===== src/ubpg_regs.vh =====
// register map, field positions and reset values of the burst pulse generator
`ifndef UBPG_REGS_VH
`define UBPG_REGS_VH
`define UBPG_ADDR_CTRL 4'h0
`define UBPG_ADDR_OUTCFG 4'h4
`define UBPG_ADDR_CMD 4'h8
`define UBPG_ADDR_STATUS 4'hC
`define UBPG_CTRL_CNT_LSB 0
`define UBPG_CTRL_CNT_MSB 6
`define UBPG_CTRL_ROUTE 7
`define UBPG_CTRL_IDLE 8
`define UBPG_CTRL_HSDIV_LSB 12
`define UBPG_CTRL_HSDIV_MSB 13
`define UBPG_CTRL_BDIV_LSB 20
`define UBPG_CTRL_BDIV_MSB 23
`define UBPG_CTRL_RESET 32'h0010_0000
`define UBPG_OUT_PHASE_MSB 15
`define UBPG_OUT_REPEAT_LSB 16
`define UBPG_OUT_REPEAT_MSB 18
`define UBPG_OUT_DITHER_OFF 19
`define UBPG_OUT_BOTH 31
`define UBPG_OUT_UP 30
`define UBPG_OUT_DOWN 29
`define UBPG_OUTCFG_RESET 32'h8008_0000
`define UBPG_CMD_START 0
`define UBPG_CMD_RESTART 1
`define UBPG_PHASE_PULSES 7'd15
`define UBPG_MAX_DELAY 2
`define UBPG_RESP_OKAY 2'b00
`define UBPG_RESP_SLVERR 2'b10
`endif


===== src/ubpg_top.v =====
// burst pulse generator with its axi4-lite register slave
// Behaviour
// - a pulse count of zero disables the generator, 1 to 127 gives exactly that many pulses.
// - with start routing set the burst's first edge is passed to the time measurement start.
// - idle outputs float when the idle select is zero and are driven low when it is one.
// - bursts of up to 15 pulses take their phase from pattern bits 0 to 14; software keeps bit 15 zero.
// - a phase bit of zero gives high then low, a one gives low then high.
// - the first pulse uses the lowest pattern bit and later pulses step upward.
// - the base clock is the high-speed clock divided by the selected divider.
// - the base clock is doubled and divided by divider plus one; software never writes zero.
// - bit 19 of the output configuration turns the dither phase shift off when one.
// - each pulse lasts at least two reference periods, one high and one low.
// - with bit 31 both outputs fire together, downstream the inverse of upstream.
// - with bit 30 only upstream fires, or upstream fires first on a restart command.
// - with bit 29 only downstream fires, or downstream fires first on a restart command.
// - a burst begins only on a start or a restart command.
`timescale 1ns/1ps
`include "ubpg_regs.vh"
module ubpg_top (
  aclk,
  aresetn,
  s_axi_awaddr,
  s_axi_awvalid,
  s_axi_awready,
  s_axi_wdata,
  s_axi_wstrb,
  s_axi_wvalid,
  s_axi_wready,
  s_axi_bresp,
  s_axi_bvalid,
  s_axi_bready,
  s_axi_araddr,
  s_axi_arvalid,
  s_axi_arready,
  s_axi_rdata,
  s_axi_rresp,
  s_axi_rvalid,
  s_axi_rready,
  fire_up_o,
  fire_up_oe_n,
  fire_down_o,
  fire_down_oe_n,
  tdc_start_o
);
  input wire aclk;
  input wire aresetn;
  input wire [3:0] s_axi_awaddr;
  input wire s_axi_awvalid;
  output wire s_axi_awready;
  input wire [31:0] s_axi_wdata;
  input wire [3:0] s_axi_wstrb;
  input wire s_axi_wvalid;
  output wire s_axi_wready;
  output reg [1:0] s_axi_bresp;
  output reg s_axi_bvalid;
  input wire s_axi_bready;
  input wire [3:0] s_axi_araddr;
  input wire s_axi_arvalid;
  output wire s_axi_arready;
  output reg [31:0] s_axi_rdata;
  output reg [1:0] s_axi_rresp;
  output reg s_axi_rvalid;
  input wire s_axi_rready;
  output reg fire_up_o;
  output reg fire_up_oe_n;
  output reg fire_down_o;
  output reg fire_down_oe_n;
  output reg tdc_start_o;

  localparam ST_IDLE = 2'd0;
  localparam ST_DELAY = 2'd1;
  localparam ST_RUN = 2'd2;

  reg [31:0] ctrl_q;
  reg [31:0] outcfg_q;
  reg aw_held_q;
  reg [3:0] awaddr_q;
  reg w_held_q;
  reg [31:0] wdata_q;
  reg [3:0] wstrb_q;
  reg [1:0] state_q;
  reg [6:0] pulse_idx_q;
  reg half_q;
  reg [1:0] delay_q;
  reg down_first_q;
  reg alt_next_down_q;
  reg restart_q;
  reg run_q;
  reg cmd_start;
  reg cmd_restart;

  wire ref_tick;
  wire [1:0] rnd;
  wire [6:0] burst_pulse_count = ctrl_q[`UBPG_CTRL_CNT_MSB:`UBPG_CTRL_CNT_LSB];
  wire start_route = ctrl_q[`UBPG_CTRL_ROUTE];
  wire idle_gnd = ctrl_q[`UBPG_CTRL_IDLE];
  wire [15:0] pulse_phase_pattern = outcfg_q[`UBPG_OUT_PHASE_MSB:0];
  wire phase_dither_off = outcfg_q[`UBPG_OUT_DITHER_OFF];
  wire cfg_both = outcfg_q[`UBPG_OUT_BOTH];
  wire cfg_up = outcfg_q[`UBPG_OUT_UP];
  wire cfg_down = outcfg_q[`UBPG_OUT_DOWN];
  wire wr_fire = aw_held_q && w_held_q && !s_axi_bvalid;

  // byte-lane merge of a write into a stored register
  function [31:0] merge;
    input [31:0] old;
    input [31:0] data;
    input [3:0] strb;
    integer i;
    begin
      merge = old;
      for (i = 0; i < 4; i = i + 1) begin
        if (strb[i]) begin
          merge[i*8 +: 8] = data[i*8 +: 8];
        end
      end
    end
  endfunction

  ubpg_refgen u_refgen (
    .aclk(aclk),
    .aresetn(aresetn),
    .hs_clock_divider(ctrl_q[`UBPG_CTRL_HSDIV_MSB:`UBPG_CTRL_HSDIV_LSB]),
    .burst_divider(ctrl_q[`UBPG_CTRL_BDIV_MSB:`UBPG_CTRL_BDIV_LSB]),
    .ref_tick(ref_tick)
  );

  ubpg_lfsr u_lfsr (
    .aclk(aclk),
    .aresetn(aresetn),
    .rnd(rnd)
  );

  // write channels are taken independently and held until both are present
  assign s_axi_awready = !aw_held_q;
  assign s_axi_wready = !w_held_q;
  assign s_axi_arready = !s_axi_rvalid;

  always @(posedge aclk) begin
    if (!aresetn) begin
      aw_held_q <= 1'b0;
      w_held_q <= 1'b0;
      awaddr_q <= 4'h0;
      wdata_q <= 32'h0000_0000;
      wstrb_q <= 4'h0;
      s_axi_bvalid <= 1'b0;
      s_axi_bresp <= `UBPG_RESP_OKAY;
      ctrl_q <= `UBPG_CTRL_RESET;
      outcfg_q <= `UBPG_OUTCFG_RESET;
    end else begin
      if (s_axi_awvalid && !aw_held_q) begin
        aw_held_q <= 1'b1;
        awaddr_q <= s_axi_awaddr;
      end
      if (s_axi_wvalid && !w_held_q) begin
        w_held_q <= 1'b1;
        wdata_q <= s_axi_wdata;
        wstrb_q <= s_axi_wstrb;
      end
      if (wr_fire) begin
        aw_held_q <= 1'b0;
        w_held_q <= 1'b0;
        s_axi_bvalid <= 1'b1;
        s_axi_bresp <= `UBPG_RESP_OKAY;
        case (awaddr_q)
          `UBPG_ADDR_CTRL: ctrl_q <= merge(ctrl_q, wdata_q, wstrb_q);
          `UBPG_ADDR_OUTCFG: outcfg_q <= merge(outcfg_q, wdata_q, wstrb_q);
          `UBPG_ADDR_CMD: ;
          `UBPG_ADDR_STATUS: ;
          default: s_axi_bresp <= `UBPG_RESP_SLVERR;
        endcase
      end else if (s_axi_bvalid && s_axi_bready) begin
        s_axi_bvalid <= 1'b0;
      end
    end
  end

  // command strobes come from a write to the command register with lane 0 enabled
  always @* begin
    cmd_start = wr_fire && awaddr_q == `UBPG_ADDR_CMD && wstrb_q[0] && wdata_q[`UBPG_CMD_START];
    cmd_restart = wr_fire && awaddr_q == `UBPG_ADDR_CMD && wstrb_q[0] && wdata_q[`UBPG_CMD_RESTART];
  end

  always @(posedge aclk) begin
    if (!aresetn) begin
      s_axi_rvalid <= 1'b0;
      s_axi_rdata <= 32'h0000_0000;
      s_axi_rresp <= `UBPG_RESP_OKAY;
    end else if (s_axi_arvalid && !s_axi_rvalid) begin
      s_axi_rvalid <= 1'b1;
      s_axi_rresp <= `UBPG_RESP_OKAY;
      case (s_axi_araddr)
        `UBPG_ADDR_CTRL: s_axi_rdata <= ctrl_q;
        `UBPG_ADDR_OUTCFG: s_axi_rdata <= outcfg_q;
        `UBPG_ADDR_CMD: s_axi_rdata <= 32'h0000_0000;
        `UBPG_ADDR_STATUS: s_axi_rdata <= {16'h0000, 1'b0, pulse_idx_q, 5'h00, alt_next_down_q, down_first_q,
                                           state_q != ST_IDLE};
        default: begin
          s_axi_rdata <= 32'h0000_0000;
          s_axi_rresp <= `UBPG_RESP_SLVERR;
        end
      endcase
    end else if (s_axi_rvalid && s_axi_rready) begin
      s_axi_rvalid <= 1'b0;
    end
  end

  // burst sequencer; commands while busy or with a zero count are dropped
  always @(posedge aclk) begin
    if (!aresetn) begin
      state_q <= ST_IDLE;
      pulse_idx_q <= 7'd0;
      half_q <= 1'b0;
      delay_q <= 2'd0;
      down_first_q <= 1'b0;
      alt_next_down_q <= 1'b0;
      restart_q <= 1'b0;
    end else begin
      case (state_q)
        ST_IDLE: begin
          if ((cmd_start || cmd_restart) && burst_pulse_count != 7'd0) begin
            pulse_idx_q <= 7'd0;
            half_q <= 1'b0;
            // dither delays the burst by a random number of reference periods
            delay_q <= phase_dither_off ? 2'd0 : rnd;
            state_q <= ST_DELAY;
            // the first restart fires the configured side, later restarts alternate
            if (cmd_restart) begin
              down_first_q <= restart_q ? alt_next_down_q : cfg_down;
              alt_next_down_q <= restart_q ? !alt_next_down_q : !cfg_down;
            end else begin
              down_first_q <= cfg_down;
              alt_next_down_q <= !cfg_up;
            end
            restart_q <= cmd_restart;
          end else if (!cmd_restart && !cmd_start) begin
            alt_next_down_q <= alt_next_down_q;
          end
        end
        ST_DELAY: begin
          if (ref_tick) begin
            if (delay_q == 2'd0) begin
              state_q <= ST_RUN;
            end else begin
              delay_q <= delay_q - 2'd1;
            end
          end
        end
        ST_RUN: begin
          if (ref_tick) begin
            half_q <= !half_q;
            if (half_q) begin
              if (pulse_idx_q == burst_pulse_count - 7'd1) begin
                state_q <= ST_IDLE;
              end
              pulse_idx_q <= pulse_idx_q + 7'd1;
            end
          end
        end
        default: state_q <= ST_IDLE;
      endcase
    end
  end

  reg phase_bit;
  reg wave;
  reg up_en;
  reg dn_en;
  always @* begin
    // long bursts carry no per-pulse phase
    phase_bit = (burst_pulse_count <= `UBPG_PHASE_PULSES) ? pulse_phase_pattern[pulse_idx_q[3:0]] : 1'b0;
    wave = half_q ^ !phase_bit;
    up_en = cfg_both || (restart_q ? !down_first_q : cfg_up);
    dn_en = cfg_both || (restart_q ? down_first_q : cfg_down);
    if (!cfg_both && cfg_up == cfg_down) begin
      up_en = !down_first_q;
      dn_en = down_first_q;
    end
  end

  always @(posedge aclk) begin
    if (!aresetn) begin
      fire_up_o <= 1'b0;
      fire_up_oe_n <= 1'b1;
      fire_down_o <= 1'b0;
      fire_down_oe_n <= 1'b1;
      tdc_start_o <= 1'b0;
      run_q <= 1'b0;
    end else begin
      fire_up_o <= (state_q == ST_RUN && up_en) ? wave : 1'b0;
      fire_up_oe_n <= (state_q == ST_RUN && up_en) ? 1'b0 : !idle_gnd;
      fire_down_o <= (state_q == ST_RUN && dn_en) ? (cfg_both ? !wave : wave) : 1'b0;
      fire_down_oe_n <= (state_q == ST_RUN && dn_en) ? 1'b0 : !idle_gnd;
      // keyed to entry into run, so a slow reference still gives a one-cycle start
      run_q <= state_q == ST_RUN;
      tdc_start_o <= start_route && state_q == ST_RUN && !run_q;
    end
  end
endmodule


===== src/ubpg_refgen.v =====
// reference tick generator: base clock from the high-speed divider, doubled, divided again
`timescale 1ns/1ps
module ubpg_refgen (
  aclk,
  aresetn,
  hs_clock_divider,
  burst_divider,
  ref_tick
);
  input wire aclk;
  input wire aresetn;
  input wire [1:0] hs_clock_divider;
  input wire [3:0] burst_divider;
  output reg ref_tick;

  reg [7:0] acc_q;
  reg [7:0] period;
  reg [7:0] sum;

  // one ref period = (div+1) half periods of the base clock, in aclk cycles times two;
  // the accumulator keeps the average rate exact when the ratio is odd
  always @* begin
    case (hs_clock_divider)
      2'd0: period = {4'h0, burst_divider} + 8'h01;
      2'd1: period = {3'h0, burst_divider, 1'b0} + 8'h02;
      default: period = {2'h0, burst_divider, 2'b00} + 8'h04;
    endcase
    sum = acc_q + 8'h02;
  end

  always @(posedge aclk) begin
    if (!aresetn) begin
      acc_q <= 8'h00;
      ref_tick <= 1'b0;
    end else if (sum >= period) begin
      acc_q <= sum - period;
      ref_tick <= 1'b1;
    end else begin
      acc_q <= sum;
      ref_tick <= 1'b0;
    end
  end
endmodule


===== src/ubpg_lfsr.v =====
// free running pseudo random source for the phase shift dither
`timescale 1ns/1ps
module ubpg_lfsr (
  aclk,
  aresetn,
  rnd
);
  input wire aclk;
  input wire aresetn;
  output wire [1:0] rnd;

  reg [15:0] lfsr_q;

  always @(posedge aclk) begin
    if (!aresetn) begin
      lfsr_q <= 16'hACE1;
    end else begin
      lfsr_q <= {lfsr_q[14:0], lfsr_q[15] ^ lfsr_q[13] ^ lfsr_q[12] ^ lfsr_q[10]};
    end
  end

  assign rnd = lfsr_q[1:0];
endmodule


===== config.mk =====
export PLATFORM = sky130hd
export DESIGN_NAME = ubpg_top
export DESIGN_NICKNAME = d
export VERILOG_FILES = /design/src/ubpg_top.v /design/src/ubpg_refgen.v /design/src/ubpg_lfsr.v
export VERILOG_INCLUDE_DIRS = /design/src
export SDC_FILE = /design/constraint.sdc
export NUM_CORES = 1
export LEC_CHECK = 0
export BUFFER_PORTS_ARGS = -buffer_cell sky130_fd_sc_hd__clkbuf_2
export CAP_MARGIN = 5
export CORE_ASPECT_RATIO = 0.5
export CORE_MARGIN = 3
export CORE_UTILIZATION = 50
export CTS_BUF_LIST = sky130_fd_sc_hd__clkbuf_8
export DETAILED_ROUTE_END_ITERATION = 10
export GPL_ROUTABILITY_DRIVEN = 0
export PLACE_DENSITY = 0.66
export SETUP_SLACK_MARGIN = 0.3
export SLEW_MARGIN = 25
export SYNTH_ARGS = -nofsm -noshare
export SYNTH_HDL_FRONTEND = slang
export SYNTH_SLANG_ARGS = --single-unit

===== constraint.sdc =====
create_clock -name aclk -period 5.55 [get_ports aclk]
set_clock_uncertainty 0.2 [all_clocks]
set_input_delay 0.2775 -clock aclk [delete_from_list [all_inputs] [get_ports aclk]]
set_output_delay 0.2775 -clock aclk [all_outputs]
set_load 0.01 [all_outputs]

# == Word level (Yosys, flattened, before mapping) ==
# Index checks and enable logic that the tools add are counted.
# classes
mux,43
n_reduce_logical,63
addsub,8
n_div,0
n_eq_ne,18
bitwise,5
shift,0
magnitude_cmp,3
multipliers,0
# ops
cell,count
32-bit case mux with 3 select lines,1
3-bit AND reduction,9
2-bit two-way mux,12
7-bit two-way mux,3
1-bit two-way mux,20
1-bit logical AND,17
4-bit == test (second input constant),4
8-bit case mux with 2 select lines,1
1-bit zero test,14
7-bit case mux with 2 select lines,1
2-bit inequality test (second input constant),5
2-bit nonzero test,5
8-bit by 2-bit adder with 8-bit output (second input constant),1
4-bit by 3-bit == test with 1-bit output (second input constant),2
8-bit greater-or-equal comparator,1
4-bit zero test,2
8-bit two-way mux,1
4-bit AND reduction,2
4-bit OR reduction,2
8-bit subtractor,1
6-bit by 3-bit adder with 7-bit output (second input constant),1
7-bit by 1-bit adder with 7-bit output (second input constant),1
7-bit == test,1
7-bit by 4-bit less-or-equal comparator with 1-bit output (second input constant),1
other kinds (21),32
# totals
mem_bits_rw,0
reg_bits,190
latch_bits,0
output_inout_bits,46
rom_bits,0
memories,0

# == Logic depth before layout (Yosys ltp) ==
# depth
word_depth,9
depth_mapped,13
ltp_nobuf,13

# == Modules after synthesis ==
# A second synthesis with hierarchy kept.
# hier_totals
cells_unflattened,989
hier_area_um2,8456.9
# modules_own_cells
module,seq_area_each_um2,cells_each,n_inst,area_each_um2
ubpg_top,3263.1,845,1,7114.3
ubpg_refgen,180.2,106,1,869.6
ubpg_lfsr,320.3,38,1,473.0

# == Worst setup path after synthesis ==
# OpenSTA, ideal clock, no wires.
# synth_timing
kind,register -> register
from,register ctrl_q[12]
to,register u_refgen.acc_q[5]
setup_slack_ps,2464
synth_period_minus_slack_ps,3086
path_stages_with_launch,13
arrival_time_ps,2771
path_cell_list,dfxtp_1 -> clkbuf_1 -> inv_1 -> mux2i_1 -> or2_2 -> fa_1 -> a21o_1 -> a21oi_1 -> a21oi_1 -> or4_1 -> buf_2 -> a21boi_0 -> o21a_1
# synth_between
elab_chain_cells,4
# synth_rtl
element,line_no,source
from (decl),ubpg_top.v:74,reg [31:0] ctrl_q;
from (signal assigned),ubpg_top.v:148,ctrl_q <= `UBPG_CTRL_RESET;
from (signal assigned),ubpg_top.v:166,"`UBPG_ADDR_CTRL: ctrl_q <= merge(ctrl_q, wdata_q, wstrb_q);"
2-bit by 1-bit == test with 1-bit output / 2-bit zero test (equally long branches),ubpg_refgen.v:23,case (hs_clock_divider)
8-bit case mux with 2 select lines (*),ubpg_refgen.v:23,
8-bit subtractor / 8-bit greater-or-equal comparator (equally long branches),"ubpg_refgen.v:36, ubpg_refgen.v:35",
8-bit two-way mux (*),ubpg_refgen.v:35,end else if (sum >= period) begin
to (signal assigned),ubpg_refgen.v:36,acc_q <= sum - period;
to (signal assigned),ubpg_refgen.v:39,acc_q <= sum;
to (decl),ubpg_refgen.v:16,reg [7:0] acc_q;
# Every way passes the cells marked *; elsewhere a longest branch is shown, timed or not.
# A chain may end at the register's enable or synchronous reset.

# == Worst setup path in the final report ==
# layout_timing
from,register ctrl_q[20]
to,register u_refgen.acc_q[5]
# layout_between
elab_chain_cells,4
# layout_rtl
element,line_no,source
6-bit by 3-bit adder with 7-bit output (tied with other cells),ubpg_refgen.v:26,"default: period = {2'h0, burst_divider, 2'b00} + 8'h04;"
8-bit case mux with 2 select lines (*),ubpg_refgen.v:23,
8-bit subtractor / 8-bit greater-or-equal comparator (equally long branches),"ubpg_refgen.v:36, ubpg_refgen.v:35",
8-bit two-way mux (*),ubpg_refgen.v:35,
# Marked as above.

==> summary.md <==
The count of input and output buffers was 94. The setup slack of the most critical reg-to-reg path was 2.16 ns. For this block, the routed nets add up to 19.5 mm of wire.

The logs give 0 for the number of buffers inserted by post-CTS setup repair and 32.0% for the clock share of power. The worst setup path endpoint is u_refgen.acc_q[5]. The number of detailed-routing iterations run before antenna repair was 4; the power density relative to cell area was 311 nW/µm². The worst setup path is of the reg2reg kind. The run gives 41.7% as the worst slew margin relative to its limit. The maximum fanout along the worst path was 10. The share of cells above drive strength 1 is 14.2%, and the leakage component of the power is 4.08 nW. In this run, the combinational gates consume 18.5% of the power. The average footprint of a synthesized cell was 8.72 µm²; the area taken by flip-flops and latches was 3760 µm².

The die span in y was 95.7 µm; the synthesized cell area was 8050 µm². Setup repair after global routing left no endpoint under its margin. Synthesis instantiated 58 different standard cells from the library.

The number of standard cells in the layout, taps in and fillers out is 1246. The run gives 923 as the gate count after technology mapping. For the worst-skew pair, the clock arrives at the later sink with an insertion delay of 0.46 ns. The number of synthesized flops with an enable pin works out to 0.

TritonCTS built the clock tree. The portion of the clock cycle consumed by the worst path in the final layout was 61.2%; the number of top-level design ports was 97. The HPWL after detailed placement is 12.8 mm.

Entering global routing, the biggest net connects 104 pins. The shortest clock period the worst path allows after layout came out at 3.39 ns. The worst hold path belongs to the class in2reg.

Reg-to-reg critical path startpoint: ctrl_q[20]. The worst setup path is captured at a flip-flop. The maximum root-to-sink buffer count is 2. Of the total power, the share spent switching nets is 30.4%. Across all layers, the routed design uses 6716 vias. The count of warnings emitted by yosys was 0. For this block, the initial DRC count from the detailed router was 400. The filler cells instantiated in the layout total 1396. The async set-reset flop share out of synthesis works out to 0%. The count of final setup violators was 0. The critical path starts at ctrl_q[20]. Cell internal power was estimated by the tool at 2.05 mW. The run finished with clean final reports. The post-route antenna net violation count came out at 0. The tools report the total DRC errors in the routed layout as 0. The total global routing track utilization was 22.4%.

After floorplanning, the core was divided into 32 placement rows. Across the VDD grid, the largest voltage drop is 0.187 mV. For this run, the top clock speed supported by timing is 0.295 GHz.

The number of cells upsized or downsized after cts was 0; the flip-flop and latch count after synthesis was 188. For the placed instance count, the log shows 1169. At the pin with the least slew margin, the transition time is 0.871 ns. The part of the Yosys area used for sequential elements is 46.8%, and the net switching power of the design is 0.894 mW. 0 antenna diodes ended up in the layout. Measured in cells, the most critical reg-to-reg path has a length of 11. The initial antenna violation count is 0, and the floorplan die area is 17700 µm².

At the worst endpoint, the arrival time is 3.55 ns. After detailed routing, the average wire length per cell comes to 15.7 µm. The die extent in x is 185 µm, and the wire length of the first global-routing pass is 31.6 mm.

The endpoint identified for the worst register-to-register timing path is u_refgen.acc_q[5]. The count of pins over their slew limit was 0. The flip-flop cell with the highest count after synthesis is dfxtp_1. Using the TritonRoute via totals, the vias-per-cell ratio works out to 5.39. The area of the core was 15600 µm²; the growth of design area from synthesis to finish was 17.7%. The tree is rooted in a clkbuf_8. In this run, flip-flops and latches consume 49.4% of the power. The completed layout was analyzed and its total power is 2.94 mW.

The number of H-tree branching levels is 4, and the clock transition at the registers of the reported paths is 0.10 ns. Counting every sink on the clock net gives 188. The logs give 0 for the max-capacitance violation count and 0 for the total global routing overflow. The final number of hold-violating endpoints is 0, and the total number of nets in the final design is 1094. Setup total negative slack on the finished layout was measured at 0 ns. Area of the multi-input gates: 3980 µm².

The endpoint required time on the critical path is 5.71 ns. The startpoint type of the worst setup path is a flip-flop. The tools report the effective utilization at floorplan as 51.7%.

The run gives 6310 as the number of global-route vias before repair. TritonCTS created 17 clock buffers.
## cells by family (layout without fill, tap and decap cells)
kind of cell / Yosys count / count (layout) / synth area share, %
AND/OR/NAND/NOR: 357 / 357 / 20.0
flip-flops: 188 / 188 / 46.8
AO/OA/AOI/OAI: 173 / 173 / 13.4
multiplexers: 82 / 82 / 10.4
buffers and inverters: 79 / 197 / 4.03
XOR/XNOR: 29 / 29 / 3.16
adder cells (fa/ha/maj): 14 / 14 / 2.27
other: 1 / 2 / 0.0466
## how the worst min path moves through the flow
| stage | slack (ns) | from | to | cells after the start |
|---|---|---|---|---|
| floorplan | 0.17 | run_q | tdc_start_o | 1 |
| detailed placement | 0.18 | run_q | tdc_start_o | 1 |
| finish | 0.1 | s_axi_araddr[1] | s_axi_rresp[1] | 5 |
| global placement | 0.19 | run_q | tdc_start_o | 1 |
| global route | 0.11 | s_axi_araddr[0] | s_axi_rresp[1] | 5 |
| CTS | 0.07 | s_axi_araddr[1] | s_axi_rresp[1] | 5 |
## state kept, by name (all words and copies together) (netlist names), 2 cells and up
signal	count
pulse_idx_q	7
ctrl_q	32
state_q	2
delay_q	2
wdata_q	32
outcfg_q	32
u_lfsr.lfsr_q	16
wstrb_q	4
u_refgen.acc_q	8
s_axi_rdata	32
awaddr_q	4
## per-layer routing
layer  track usage (%)  wire length [µm]
met1              31.2              9820
met2              36.6              8920
met3              4.11               667
met4              5.05               112
met5                 0                 0
## through the flow
step	hold WS (ns)	cell area, µm²	setup WS [ns]	utilization (%)
floorplan	0.173	8050	2.46	-
global placement	0.189	8590	2.26	55.2
CTS	0.0701	9460	2.15	60.8
finish	0.0966	9470	2.16	60.8
global route	0.106	9470	1.90	60.8
detailed placement	0.183	8590	2.15	55.2
## power by group through the flow
stage,clock network [mW],logic (mW),registers (mW)
3_5_place_dp,0,0.518,1.48
3_3_place_gp,0,0.500,1.48
4_1_cts,0.965,0.544,1.45
6_report,0.942,0.545,1.45
2_1_floorplan,0,0.411,1.47
5_1_grt,1.02,0.606,1.46
## critical path, cell delays in order (launching register included)
cell and delay, ns:
dfxtp_1 0.43, ha_1 0.32, xnor2_1 0.13, a211oi_1 0.23, a21oi_1 0.06, ha_1 0.35
a21o_1 0.19, a21oi_1 0.26, a21oi_1 0.11, or4_1 0.62, a21boi_0 0.22, o21a_1 0.18
## synth_stat cells, types with 7 or more instances
library cell | count | area share (%)
a21oi_1 | 91 | 5.7
a222oi_1 | 9 | 1.1
a22oi_1 | 24 | 2.2
and2_1 | 11 | 0.86
buf_2 | 10 | 0.62
clkbuf_1 | 45 | 2.1
dfxtp_1 | 188 | 47
ha_1 | 13 | 2.0
inv_1 | 19 | 0.89
mux2i_1 | 80 | 10
nand2_1 | 94 | 4.4
nand2b_1 | 13 | 1.0
nand3_1 | 12 | 0.75
nand4_1 | 7 | 0.54
nor2_1 | 170 | 7.9
nor2b_1 | 12 | 0.93
nor3_1 | 9 | 0.56
o21ai_0 | 18 | 1.1
xnor2_1 | 17 | 1.9
xor2_1 | 12 | 1.3
## cells in the final DEF (no fill, tap or decap), drive strengths merged, types with 13 or more instances in the layout
| master | count |
|---|---|
| nand2 | 94 |
| nor2 | 171 |
| nand3 | 17 |
| a21oi | 91 |
| nand2b | 13 |
| dfxtp | 188 |
| o21ai | 18 |
| a22oi | 24 |
| clkbuf | 112 |
| dlygate4sd3 | 45 |
| mux2i | 80 |
| ha | 13 |
| xnor2 | 17 |
| inv | 27 |
## cell type report
cell class	count	share of cell area [%]
Clock inverter	14	1.85
Timing Repair Buffer	145	10.2
Multi-Input combinational cell	657	42.0
Inverter	20	0.846
Clock buffer	18	2.62
Sequential cell	188	39.8
Tap cell	204	2.70
## repair_timing
item / in CTS / in global routing
endpoints found under the setup margin: 0 / 0
hold buffers: 45 / 0
hold endpoints to repair: 44 / 0
Power figures use the tool's default switching activity.
